[src/pkg/wdt_pkg.sv]
// constants and types shared by the watchdog and interval timer
package wdt_pkg;
	localparam logic [7:0] PW_COUNT         = 8'h5A;
	localparam logic [7:0] PW_CTRL          = 8'hA5;
	localparam int         OVF_BIT          = 7;
	localparam int         MODE_BIT         = 6;
	localparam int         RUN_BIT          = 5;
	localparam int         RSV_BIT          = 4;
	localparam int         ACT_BIT          = 3;
	localparam int         CKS_LSB          = 0;
	localparam int         CKS_W            = 3;
	localparam logic [7:0] CTRL_RESET       = 8'h10;
	localparam logic [7:0] COUNT_RESET      = 8'h00;
	localparam logic [7:0] COUNT_TOP        = 8'hFF;
	localparam int         RST_PULSE_CYCLES = 518;
	localparam int         RST_CNT_W        = 10;
	localparam int         PRESC_W          = 12;
	localparam int         DIV_SHIFT_W      = 4;

	typedef enum logic {ST_RUN, ST_WDT_RESET} wdt_state_t;

	// log2 of the count clock divisor: /2 /32 /64 /128 /256 /512 /2048 /4096
	function automatic logic [DIV_SHIFT_W-1:0] div_shift(input logic [CKS_W-1:0] sel);
		logic [DIV_SHIFT_W-1:0] s;
		s = 4'h1;
		case (sel)
			3'h0:    s = 4'h1;
			3'h1:    s = 4'h5;
			3'h2:    s = 4'h6;
			3'h3:    s = 4'h7;
			3'h4:    s = 4'h8;
			3'h5:    s = 4'h9;
			3'h6:    s = 4'hB;
			3'h7:    s = 4'hC;
			default: s = 4'h1;
		endcase
		return s;
	endfunction
endpackage

[src/rtl/wdt_prescaler.sv]
// system clock prescaler that produces the selectable count clock pulse
`timescale 1ns/1ps
module wdt_prescaler #(
	parameter int PRESC_W = 12
) (
	input  wire logic                       mclk,
	input  wire logic                       sys_rst,
	input  wire logic                       clr,
	input  wire logic [wdt_pkg::CKS_W-1:0]  clk_sel,
	output logic                            tick
);
	if (PRESC_W < 12)
	begin : g_bad_width
		$error("prescaler needs at least 12 bits for the /4096 tap");
	end

	logic [PRESC_W-1:0] div_q;
	logic [PRESC_W-1:0] div_d;
	logic [PRESC_W-1:0] mask;
	logic               tick_d;
	logic               tick_q;

	always_comb
	begin
		mask   = (PRESC_W'(1) << wdt_pkg::div_shift(clk_sel)) - PRESC_W'(1);
		// held in step with the run bit so the first interval is a full one
		div_d  = clr ? '0 : div_q + PRESC_W'(1);
		tick_d = !clr && ((div_q & mask) == mask);
	end

	always_ff @(posedge mclk)
	begin
		if (sys_rst)
		begin
			div_q  <= '0;
			tick_q <= 1'b0;
		end
		else
		begin
			div_q  <= div_d;
			tick_q <= tick_d;
		end
	end

	assign tick = tick_q;
endmodule

[src/rtl/watchdog_interval_timer.sv]
// watchdog and interval timer with password-protected writes
`timescale 1ns/1ps
module watchdog_interval_timer (
	input  wire logic        mclk,
	input  wire logic        sys_rst,
	input  wire logic        wr_stb,
	input  wire logic [15:0] wr_word,
	input  wire logic        status_rd_stb,
	input  wire logic        standby_recover,
	input  wire logic        nmi_pin_n,
	output logic      [7:0]  wdt_control_status_reg,
	output logic      [7:0]  wdt_count_reg,
	output logic             reset_source_bit,
	output logic             chip_reset_req,
	output logic             nmi_req,
	output logic             interval_overflow_request
);
	wdt_pkg::wdt_state_t                  state_q, state_d;
	logic [7:0]                           count_q, count_d;
	logic                                 ovf_q, ovf_d;
	logic                                 armed_q, armed_d;
	logic                                 mode_q, mode_d;
	logic                                 run_q, run_d;
	logic                                 act_q, act_d;
	logic [wdt_pkg::CKS_W-1:0]            cks_q, cks_d;
	logic                                 src_q, src_d;
	logic [wdt_pkg::RST_CNT_W-1:0]        rcnt_q, rcnt_d;
	logic                                 rreq_q, rreq_d;
	logic                                 nmi_q, nmi_d;
	logic                                 iovf_q, iovf_d;
	logic                                 pin_s1_q, pin_s2_q, pin_s3_q;
	logic                                 tick;
	logic                                 cnt_wr;
	logic                                 ctl_wr;
	logic                                 ovf_evt;

	localparam logic [wdt_pkg::RST_CNT_W-1:0] RST_LAST =
		wdt_pkg::RST_CNT_W'(wdt_pkg::RST_PULSE_CYCLES - 1);

	wdt_prescaler #(
		.PRESC_W (wdt_pkg::PRESC_W)
	) u_presc (
		.mclk    (mclk),
		.sys_rst (sys_rst),
		.clr     (!run_q),
		.clk_sel (cks_q),
		.tick    (tick)
	);

	// one write address; the upper byte selects the target, anything else is dropped
	assign cnt_wr  = wr_stb && (wr_word[15:8] == wdt_pkg::PW_COUNT) && (state_q == wdt_pkg::ST_RUN);
	assign ctl_wr  = wr_stb && (wr_word[15:8] == wdt_pkg::PW_CTRL) && (state_q == wdt_pkg::ST_RUN);
	// a colliding counter write suppresses the increment, so it cannot overflow either
	// standby recovery clears the counter, so a same-cycle overflow is dropped with it
	assign ovf_evt = (state_q == wdt_pkg::ST_RUN) && run_q && tick && !cnt_wr && !standby_recover
		&& (count_q == wdt_pkg::COUNT_TOP);

	always_comb
	begin
		state_d = state_q;
		count_d = count_q;
		ovf_d   = ovf_q;
		armed_d = armed_q;
		mode_d  = mode_q;
		run_d   = run_q;
		act_d   = act_q;
		cks_d   = cks_q;
		src_d   = src_q;
		rcnt_d  = rcnt_q;
		rreq_d  = rreq_q;
		nmi_d   = 1'b0;
		iovf_d  = 1'b0;
		case (state_q)
			wdt_pkg::ST_RUN:
			begin
				if (standby_recover)
				begin
					// clock select and reset source bit survive standby, everything else returns to idle
					count_d = wdt_pkg::COUNT_RESET;
					ovf_d   = 1'b0;
					armed_d = 1'b0;
					mode_d  = 1'b0;
					run_d   = 1'b0;
					act_d   = 1'b0;
				end
				else
				begin
					if (!run_q)
						count_d = wdt_pkg::COUNT_RESET;
					else if (cnt_wr)
						count_d = wr_word[7:0];
					else if (tick)
						count_d = count_q + 8'h01;
					if (ctl_wr)
					begin
						mode_d = wr_word[wdt_pkg::MODE_BIT];
						run_d  = wr_word[wdt_pkg::RUN_BIT];
						act_d  = wr_word[wdt_pkg::ACT_BIT];
						cks_d  = wr_word[wdt_pkg::CKS_LSB +: wdt_pkg::CKS_W];
						// a zero write clears the flag only after it was read while set; writing one does nothing
						if (!wr_word[wdt_pkg::OVF_BIT] && armed_q)
						begin
							ovf_d   = 1'b0;
							armed_d = 1'b0;
						end
					end
					if (status_rd_stb && ovf_q)
						armed_d = 1'b1;
					// set beats a same-cycle clear so no overflow is lost
					if (ovf_evt)
						ovf_d = 1'b1;
					nmi_d  = ovf_evt && mode_q && !act_q;
					iovf_d = ovf_evt && !mode_q;
					if (ovf_evt && mode_q && act_q)
					begin
						// whole chip goes into reset, this block included
						state_d = wdt_pkg::ST_WDT_RESET;
						rcnt_d  = '0;
						rreq_d  = 1'b1;
						src_d   = 1'b0;
						count_d = wdt_pkg::COUNT_RESET;
						ovf_d   = 1'b0;
						armed_d = 1'b0;
						mode_d  = 1'b0;
						run_d   = 1'b0;
						act_d   = 1'b0;
						cks_d   = '0;
					end
				end
			end
			wdt_pkg::ST_WDT_RESET:
			begin
				rcnt_d = rcnt_q + wdt_pkg::RST_CNT_W'(1);
				if (rcnt_q == RST_LAST)
				begin
					// leave with defaults already in place
					state_d = wdt_pkg::ST_RUN;
					rreq_d  = 1'b0;
				end
			end
			default:
			begin
				state_d = wdt_pkg::ST_RUN;
				rreq_d  = 1'b0;
			end
		endcase
	end

	always_ff @(posedge mclk)
	begin
		if (sys_rst)
		begin
			state_q <= wdt_pkg::ST_RUN;
			count_q <= wdt_pkg::COUNT_RESET;
			ovf_q   <= 1'b0;
			armed_q <= 1'b0;
			mode_q  <= 1'b0;
			run_q   <= 1'b0;
			act_q   <= 1'b0;
			cks_q   <= '0;
			src_q   <= 1'b1;
			rcnt_q  <= '0;
			rreq_q  <= 1'b0;
			nmi_q   <= 1'b0;
			iovf_q  <= 1'b0;
		end
		else
		begin
			state_q <= state_d;
			count_q <= count_d;
			ovf_q   <= ovf_d;
			armed_q <= armed_d;
			mode_q  <= mode_d;
			run_q   <= run_d;
			act_q   <= act_d;
			cks_q   <= cks_d;
			src_q   <= src_d;
			rcnt_q  <= rcnt_d;
			rreq_q  <= rreq_d;
			nmi_q   <= nmi_d;
			iovf_q  <= iovf_d;
		end
	end

	// the pin is asynchronous; the second and third stages feed the edge detector
	always_ff @(posedge mclk)
	begin
		if (sys_rst)
		begin
			pin_s1_q <= 1'b1;
			pin_s2_q <= 1'b1;
			pin_s3_q <= 1'b1;
		end
		else
		begin
			pin_s1_q <= nmi_pin_n;
			pin_s2_q <= pin_s1_q;
			pin_s3_q <= pin_s2_q;
		end
	end

	assign wdt_control_status_reg    = {ovf_q, mode_q, run_q, 1'b1, act_q, cks_q};
	assign wdt_count_reg             = count_q;
	assign reset_source_bit          = src_q;
	assign chip_reset_req            = rreq_q;
	// both sources land on the one NMI line and hence the same vector
	assign nmi_req                   = nmi_q || (pin_s3_q && !pin_s2_q);
	assign interval_overflow_request = iovf_q;

	// helper: length of the last reset pulse
	logic [wdt_pkg::RST_CNT_W-1:0] hi_cnt_q;
	always_ff @(posedge mclk)
	begin
		if (sys_rst || !rreq_q)
			hi_cnt_q <= '0;
		else
			hi_cnt_q <= hi_cnt_q + wdt_pkg::RST_CNT_W'(1);
	end

	AST_RST_LEN: assert property (@(posedge mclk) disable iff (sys_rst)
		$fell(chip_reset_req) |-> int'(hi_cnt_q) == wdt_pkg::RST_PULSE_CYCLES)
		else $error("watchdog reset pulse length wrong");
	AST_RST_SEL: assert property (@(posedge mclk) disable iff (sys_rst)
		ovf_evt && mode_q && act_q |=> chip_reset_req && !reset_source_bit && !nmi_q)
		else $error("reset action not taken");
	AST_NMI_SEL: assert property (@(posedge mclk) disable iff (sys_rst)
		ovf_evt && mode_q && !act_q |=> nmi_req && !chip_reset_req)
		else $error("nmi action not taken");
	AST_INT: assert property (@(posedge mclk) disable iff (sys_rst)
		ovf_evt && !mode_q |=> interval_overflow_request && !nmi_q && !chip_reset_req)
		else $error("interval request missing");
	AST_OVF_SET: assert property (@(posedge mclk) disable iff (sys_rst)
		ovf_evt && !(mode_q && act_q) |=> wdt_control_status_reg[7])
		else $error("overflow flag not set");
	AST_STOP_ZERO: assert property (@(posedge mclk) disable iff (sys_rst)
		!run_q |=> wdt_count_reg == 8'h00)
		else $error("counter not held at zero while stopped");
	AST_WR_WINS: assert property (@(posedge mclk) disable iff (sys_rst)
		cnt_wr && run_q && !standby_recover |=> wdt_count_reg == $past(wr_word[7:0]))
		else $error("counter write lost");
	AST_CKS_KEEP: assert property (@(posedge mclk) disable iff (sys_rst)
		standby_recover && state_q == wdt_pkg::ST_RUN
		|=> cks_q == $past(cks_q) && !run_q && !ovf_q && wdt_count_reg == 8'h00)
		else $error("standby recovery state wrong");
	AST_RELEASE: assert property (@(posedge mclk) disable iff (sys_rst)
		$fell(chip_reset_req) |-> wdt_control_status_reg == 8'h10 && wdt_count_reg == 8'h00)
		else $error("defaults not in place after watchdog reset");
	AST_NEED_RUN: assert property (@(posedge mclk) disable iff (sys_rst)
		$rose(chip_reset_req) |-> $past(mode_q) && $past(run_q))
		else $error("watchdog reset without watchdog mode");
endmodule

[config.mk]
export PLATFORM = sky130hd
export DESIGN_NAME = watchdog_interval_timer
export DESIGN_NICKNAME = d
export VERILOG_FILES = /design/src/pkg/wdt_pkg.sv /design/src/rtl/wdt_prescaler.sv /design/src/rtl/watchdog_interval_timer.sv
export SDC_FILE = /design/constraint.sdc
export NUM_CORES = 1
export LEC_CHECK = 0
export ABC_AREA = 0
export BUFFER_PORTS_ARGS = -buffer_cell sky130_fd_sc_hd__buf_2
export CAP_MARGIN = 20
export CORE_UTILIZATION = 60
export CTS_CLUSTER_DIAMETER = 60
export DETAILED_ROUTE_END_ITERATION = 6
export HOLD_SLACK_MARGIN = 0.15
export PLACE_DENSITY = 0.84
export SLEW_MARGIN = 15
export SYNTH_ARGS = -nofsm -noshare
export SYNTH_HDL_FRONTEND = slang
export SYNTH_SLANG_ARGS = --single-unit
[constraint.sdc]
create_clock -name mclk -period 5.69 [get_ports mclk]
set_clock_uncertainty 0.15 [all_clocks]
set_input_delay 0.8535 -clock mclk [delete_from_list [all_inputs] [get_ports mclk]]
set_output_delay 0.8535 -clock mclk [all_outputs]
set_load 0.005 [all_outputs]
Word level (Yosys, flattened, before mapping)

Memories as Yosys holds them, arrays and structs flattened. A register that Yosys moved wholly into a read port is not among the register bits.
Cells that the tools add are included.
Widths: inputs -> output; s select.

Input bits: 22
Output and inout bits: 20
Bits in registers: 47
Memories: 1
Logic and storage cells: 114
ROM bits: 32

Eq/ne operators: 9
Shift operators: 1
Add/sub/neg operators: 4
Multiplexer cells: 37
Bitwise operators: 4
Reduce and logical (&&, ||, !) cells: 40

Memory list:

| name             | words | width | read ports | clocked after memory_dff | wr ports | line          | RTL |
|---|---|---|---|---|---|---|---|
| (name not given) | 8     | 4     | 1          | 1                        | 0        | wdt_pkg.sv:26 | `case (sel)` |

Operator list:

| cell                  | count |
|---|---|
| $mux 8                | 5 |
| $mux 1                | 23 |
| $mux 10               | 2 |
| $pmux 10 s2           | 1 |
| $logic_and 1x1->1     | 17 |
| $eq 8x8->1 const B    | 2 |
| $reduce_bool 4->1     | 4 |
| $reduce_and 3->1      | 5 |
| $add 12x1->12 const B | 1 |
| $and 12x12->12        | 1 |
| $eq 12x12->1          | 1 |
| $mux 3                | 4 |
| $shl 1x4->12 const A  | 1 |
| $sub 12x2->12 const B | 1 |
| $add 10x1->10 const B | 1 |
| $eq 10x10->1 const B  | 1 |
| $add 8x1->8 const B   | 1 |
| $eq 8x7->1 const B    | 1 |
| $logic_not 1->1       | 6 |
| $reduce_and 2->1      | 3 |
| $ne 5x2->1 const B    | 1 |
| $ne 2x1->1 const B    | 2 |
| $pmux 1 s2            | 2 |
| $not 1->1             | 3 |
| other kinds (6)       | 6 |

Longest topological paths before layout

Depth in word-level cells: 13
Gate-level depth with buffers: 10
Depth with buffers taken out: 9

Hierarchy

From an unflattened synthesis, not the netlist that was laid out.

Cells, all modules: 299
Area total of the unflattened synthesis: 2,630.0 sq um

By module, submodules not included:

| module                  | cells an instance | area an instance (sq um) | times used | sequential area each (sq um) |
|---|---|---|---|---|
| watchdog_interval_timer | 205               | 1,804.2                  | 1          | 680.7 |
| wdt_prescaler           | 94                | 825.8                    | 1          | 260.2 |

Worst setup path after synthesis

Ideal clock, no wire load.

Kind: input to register
Start: input wr_word[8]
End: register with a tool-made name
Data required time: 5.454 ns
Stages: 8
Data arrival time: 2.523 ns
Library setup time: 0.086 ns
Path slack: 2.932 ns
Path buffers: 0
Path through: nor4bb_1 > nand3_1 > a41o_2 > or2_2 > inv_1 > ha_1 > nor2_1 > a211oi_1

RTL lines:

| what        | line                         | RTL |
|---|---|---|
| from (decl) | watchdog_interval_timer.sv:7 | `input wire logic [15:0] wr_word,` |

==> impl_results.md <==
* Finished Layout Cells at 406
* I/O pin count at 42
* Pwr Total at 584.4 uW
* FMAX at 350.2 MHz
* Pwr/cell area at 194.4 nW/um^2
* DRC at 0
* Sink Count at 51
* EDFF count, synth at 0
* Max FFs per register at 12
* Global-route wire length before repair at 10.32 mm
* Setup slack, reg-to-reg at 3.07 ns
* R2R depth at 8
* All-Layer GR Usage at 0.2551
* Port-buffer cells at 40
* Worst-path fanout max at 9
* Finished layout cell area at 3007 um^2
* Row count at 24
* CTS max path bufs at 2
* Fin util at 0.6858
* 1st-iter DRT viols at 291
* Reg area at 1021 um^2
* Setup bufs post-CTS at 0
* Critical Path AT at 2.92 ns
* Cts bufs inserted at 5
* Hold Path Class: flop to flop
* Syn_nets at 359
* Die area at 4871 um^2
* Leakage at 1.165 nW
* Period utilization at 0.5018
* CP Class: input port to flop
* RSZ-0062 raised after global routing: no
* CTS hold repair buffers at 0
* GPL Wtd Cong at 0.8717
* Synth warn at 0
* Placed cell areas at 2922 um^2
* Pins Over Slew Limit at 0
* Placed insts at 398
* Antenna violations before repair at 0
* Initial Util at 0.6290
* Worst Path Required at 5.76 ns
* #FFs+latches synth at 51
* Critical Path End Type: flop
* Mapped cell area at 2758 um^2
* # fillers at 366
* CTS H-Tree Depth at 2
* Synthesized area per cell at 8.407 um^2
* Post_cts resized at 0
* Sum of negative setup slack at 0 ns
* Die span in x at 69.80 um
* CORE AREA at 4384 um^2
* CTS tree: done
* Post-synth top flop: dfxtp_1
* Cells after synthesis at 328
* Area occupied by multi-input gates at 1560 um^2
* Seq/Total Area, Yosys at 0.3702
* Status: complete, no violations
* Via count of the routed design at 2,492
* Worst Tran Pin Value at 0.6695 ns
* Clk_lat worst skew at 0.30 ns
* Share of layout cells above drive strength 1 at 0.1808
* Wire length per cell at 14.67 um
* Hold Vio Cnt, Final at 0
* Nets at 384
* Synth-to-layout area growth at 9.029%
* Total global routing overflow at 0
* First-pass DRT Iterations at 5
* MaxCap Viol Count at 0
* Synth unique cells at 61
* Worst vdd ir at 100.9 uV
* Chip Height at 69.80 um
* Fin crit period at 2.855 ns
* Cell depth of the worst min-delay path at 1
* Async S/R FF share, synth at 0
* Via density per instance at 6.138
* Worst rel slew slack at 0.5537
* ANT nets after route at 0
* Post-synth top area share at 0.3702
* Largest net degree at the start of global routing at 32
* Number of global-route vias before repair at 2,320
* Synth area leaders: dfxtp_1 (37%), ha_1 (4.1%), a21oi_1 (4.0%)
* Area leader, netlist: dfxtp_1
* Ant. Diodes at 0
* Startpoint Class: input port
* Clock Pin Slew Worst Setup and Hold Paths at 0.09 ns
* Setup violators final at 0
* Post-detail-place hpwl at 4.209 mm
* CTS Root Cell: clkbuf_8
* Post-Route WL at 5.957 mm
-- final timing paths --
kind | start | to
setup / recovery | wr_word[8] | flop
hold reg to reg | pin_s1_q | pin_s2_q
hold / removal | pin_s1_q | pin_s2_q
setup reg to reg | flop | u_presc.tick
-- where the power goes --
part | internal (mW) | leakage [nW] | switching (mW)
Combinational | 0.00935 | 0.713 | 0.0122
Sequential | 0.357 | 0.411 | 0.000302
Clock | 0.0862 | 0.0412 | 0.119
-- cell usage after synthesis (4+ instances only) --
cell type	instances
nand4_1	6
and3_1	9
o22ai_1	6
nor4b_1	4
xnor2_1	4
or2_2	4
mux2i_1	6
xor2_1	6
clkbuf_1	13
buf_4	5
o21ai_0	13
dfxtp_1	51
a311oi_1	4
nand3b_1	4
nand2_1	26
a21oi_1	22
nand2b_1	12
nor2_1	21
nand3_1	15
nor3_1	8
ha_1	9
inv_1	18
-- layer usage --
metal / global-route usage / vias up / share of wire
li1: - / 1227 / -
met1: 0.3315 / 1179 / 0.46
met2: 0.4284 / 80 / 0.48
met3: 0.04360 / 6 / 0.045
met4: 0.08444 / 0 / 0.0087
met5: 0 / - / 0
-- critical path, cell delays in order --
cell      delay [ns]
buf_2           0.10
nor4bb_1        0.34
nand3_1         0.31
a41o_2          0.44
or2_2           0.34
inv_1           0.11
ha_1            0.15
nor2_1          0.04
a211oi_1        0.23
-- layout by cell type, fill, tap and decap left out, types with 4 or more instances in the layout --
| cell | instances |
|---|---|
| clkbuf_8 | 5 |
| nand4_1 | 6 |
| nor3_1 | 8 |
| a311oi_1 | 4 |
| nand2b_1 | 12 |
| o22ai_1 | 6 |
| mux2i_1 | 6 |
| nor4b_1 | 4 |
| o21ai_0 | 13 |
| xor2_1 | 6 |
| xnor2_1 | 4 |
| or2_2 | 4 |
| inv_1 | 18 |
| and3_1 | 9 |
| a21oi_1 | 22 |
| nand3b_1 | 4 |
| buf_2 | 40 |
| nor2_1 | 21 |
| ha_1 | 9 |
| nand3_1 | 15 |
| nand2_1 | 26 |
| dfxtp_1 | 51 |
-- cells by family (layout without fill, tap and decap cells) --
family	after synthesis	in the layout	share of synthesized area
other cells	1	1	0.001360
simple gates	134	134	0.2836
mux	7	7	0.02586
compound gates	75	75	0.1824
buf+inv	41	67	0.06397
flops	51	51	0.3702
fa+ha+maj	9	9	0.04084
xor+xnor	10	10	0.03176
-- stage by stage --
| step | setup slack, ns | hold slack [ns] |
|---|---|---|
| 2_1_floorplan | 2.932 | 0.2395 |
| 3_3_place_gp | 2.646 | 0.2521 |
| 3_5_place_dp | 2.505 | 0.2648 |
| 4_1_cts | 2.816 | 0.2896 |
| 5_1_grt | 2.681 | 0.2939 |
| 6_report | 2.835 | 0.2787 |
-- cell type report --
class,instances,area share
multi-input combinational,236,0.5189
sequential,51,0.3396
timing repair buffer,41,0.06908
clock buffer,6,0.02414
inverter,18,0.02247
tap,52,0.02164
clock inverter,2,0.004161
(Power assumes the default switching activity.)
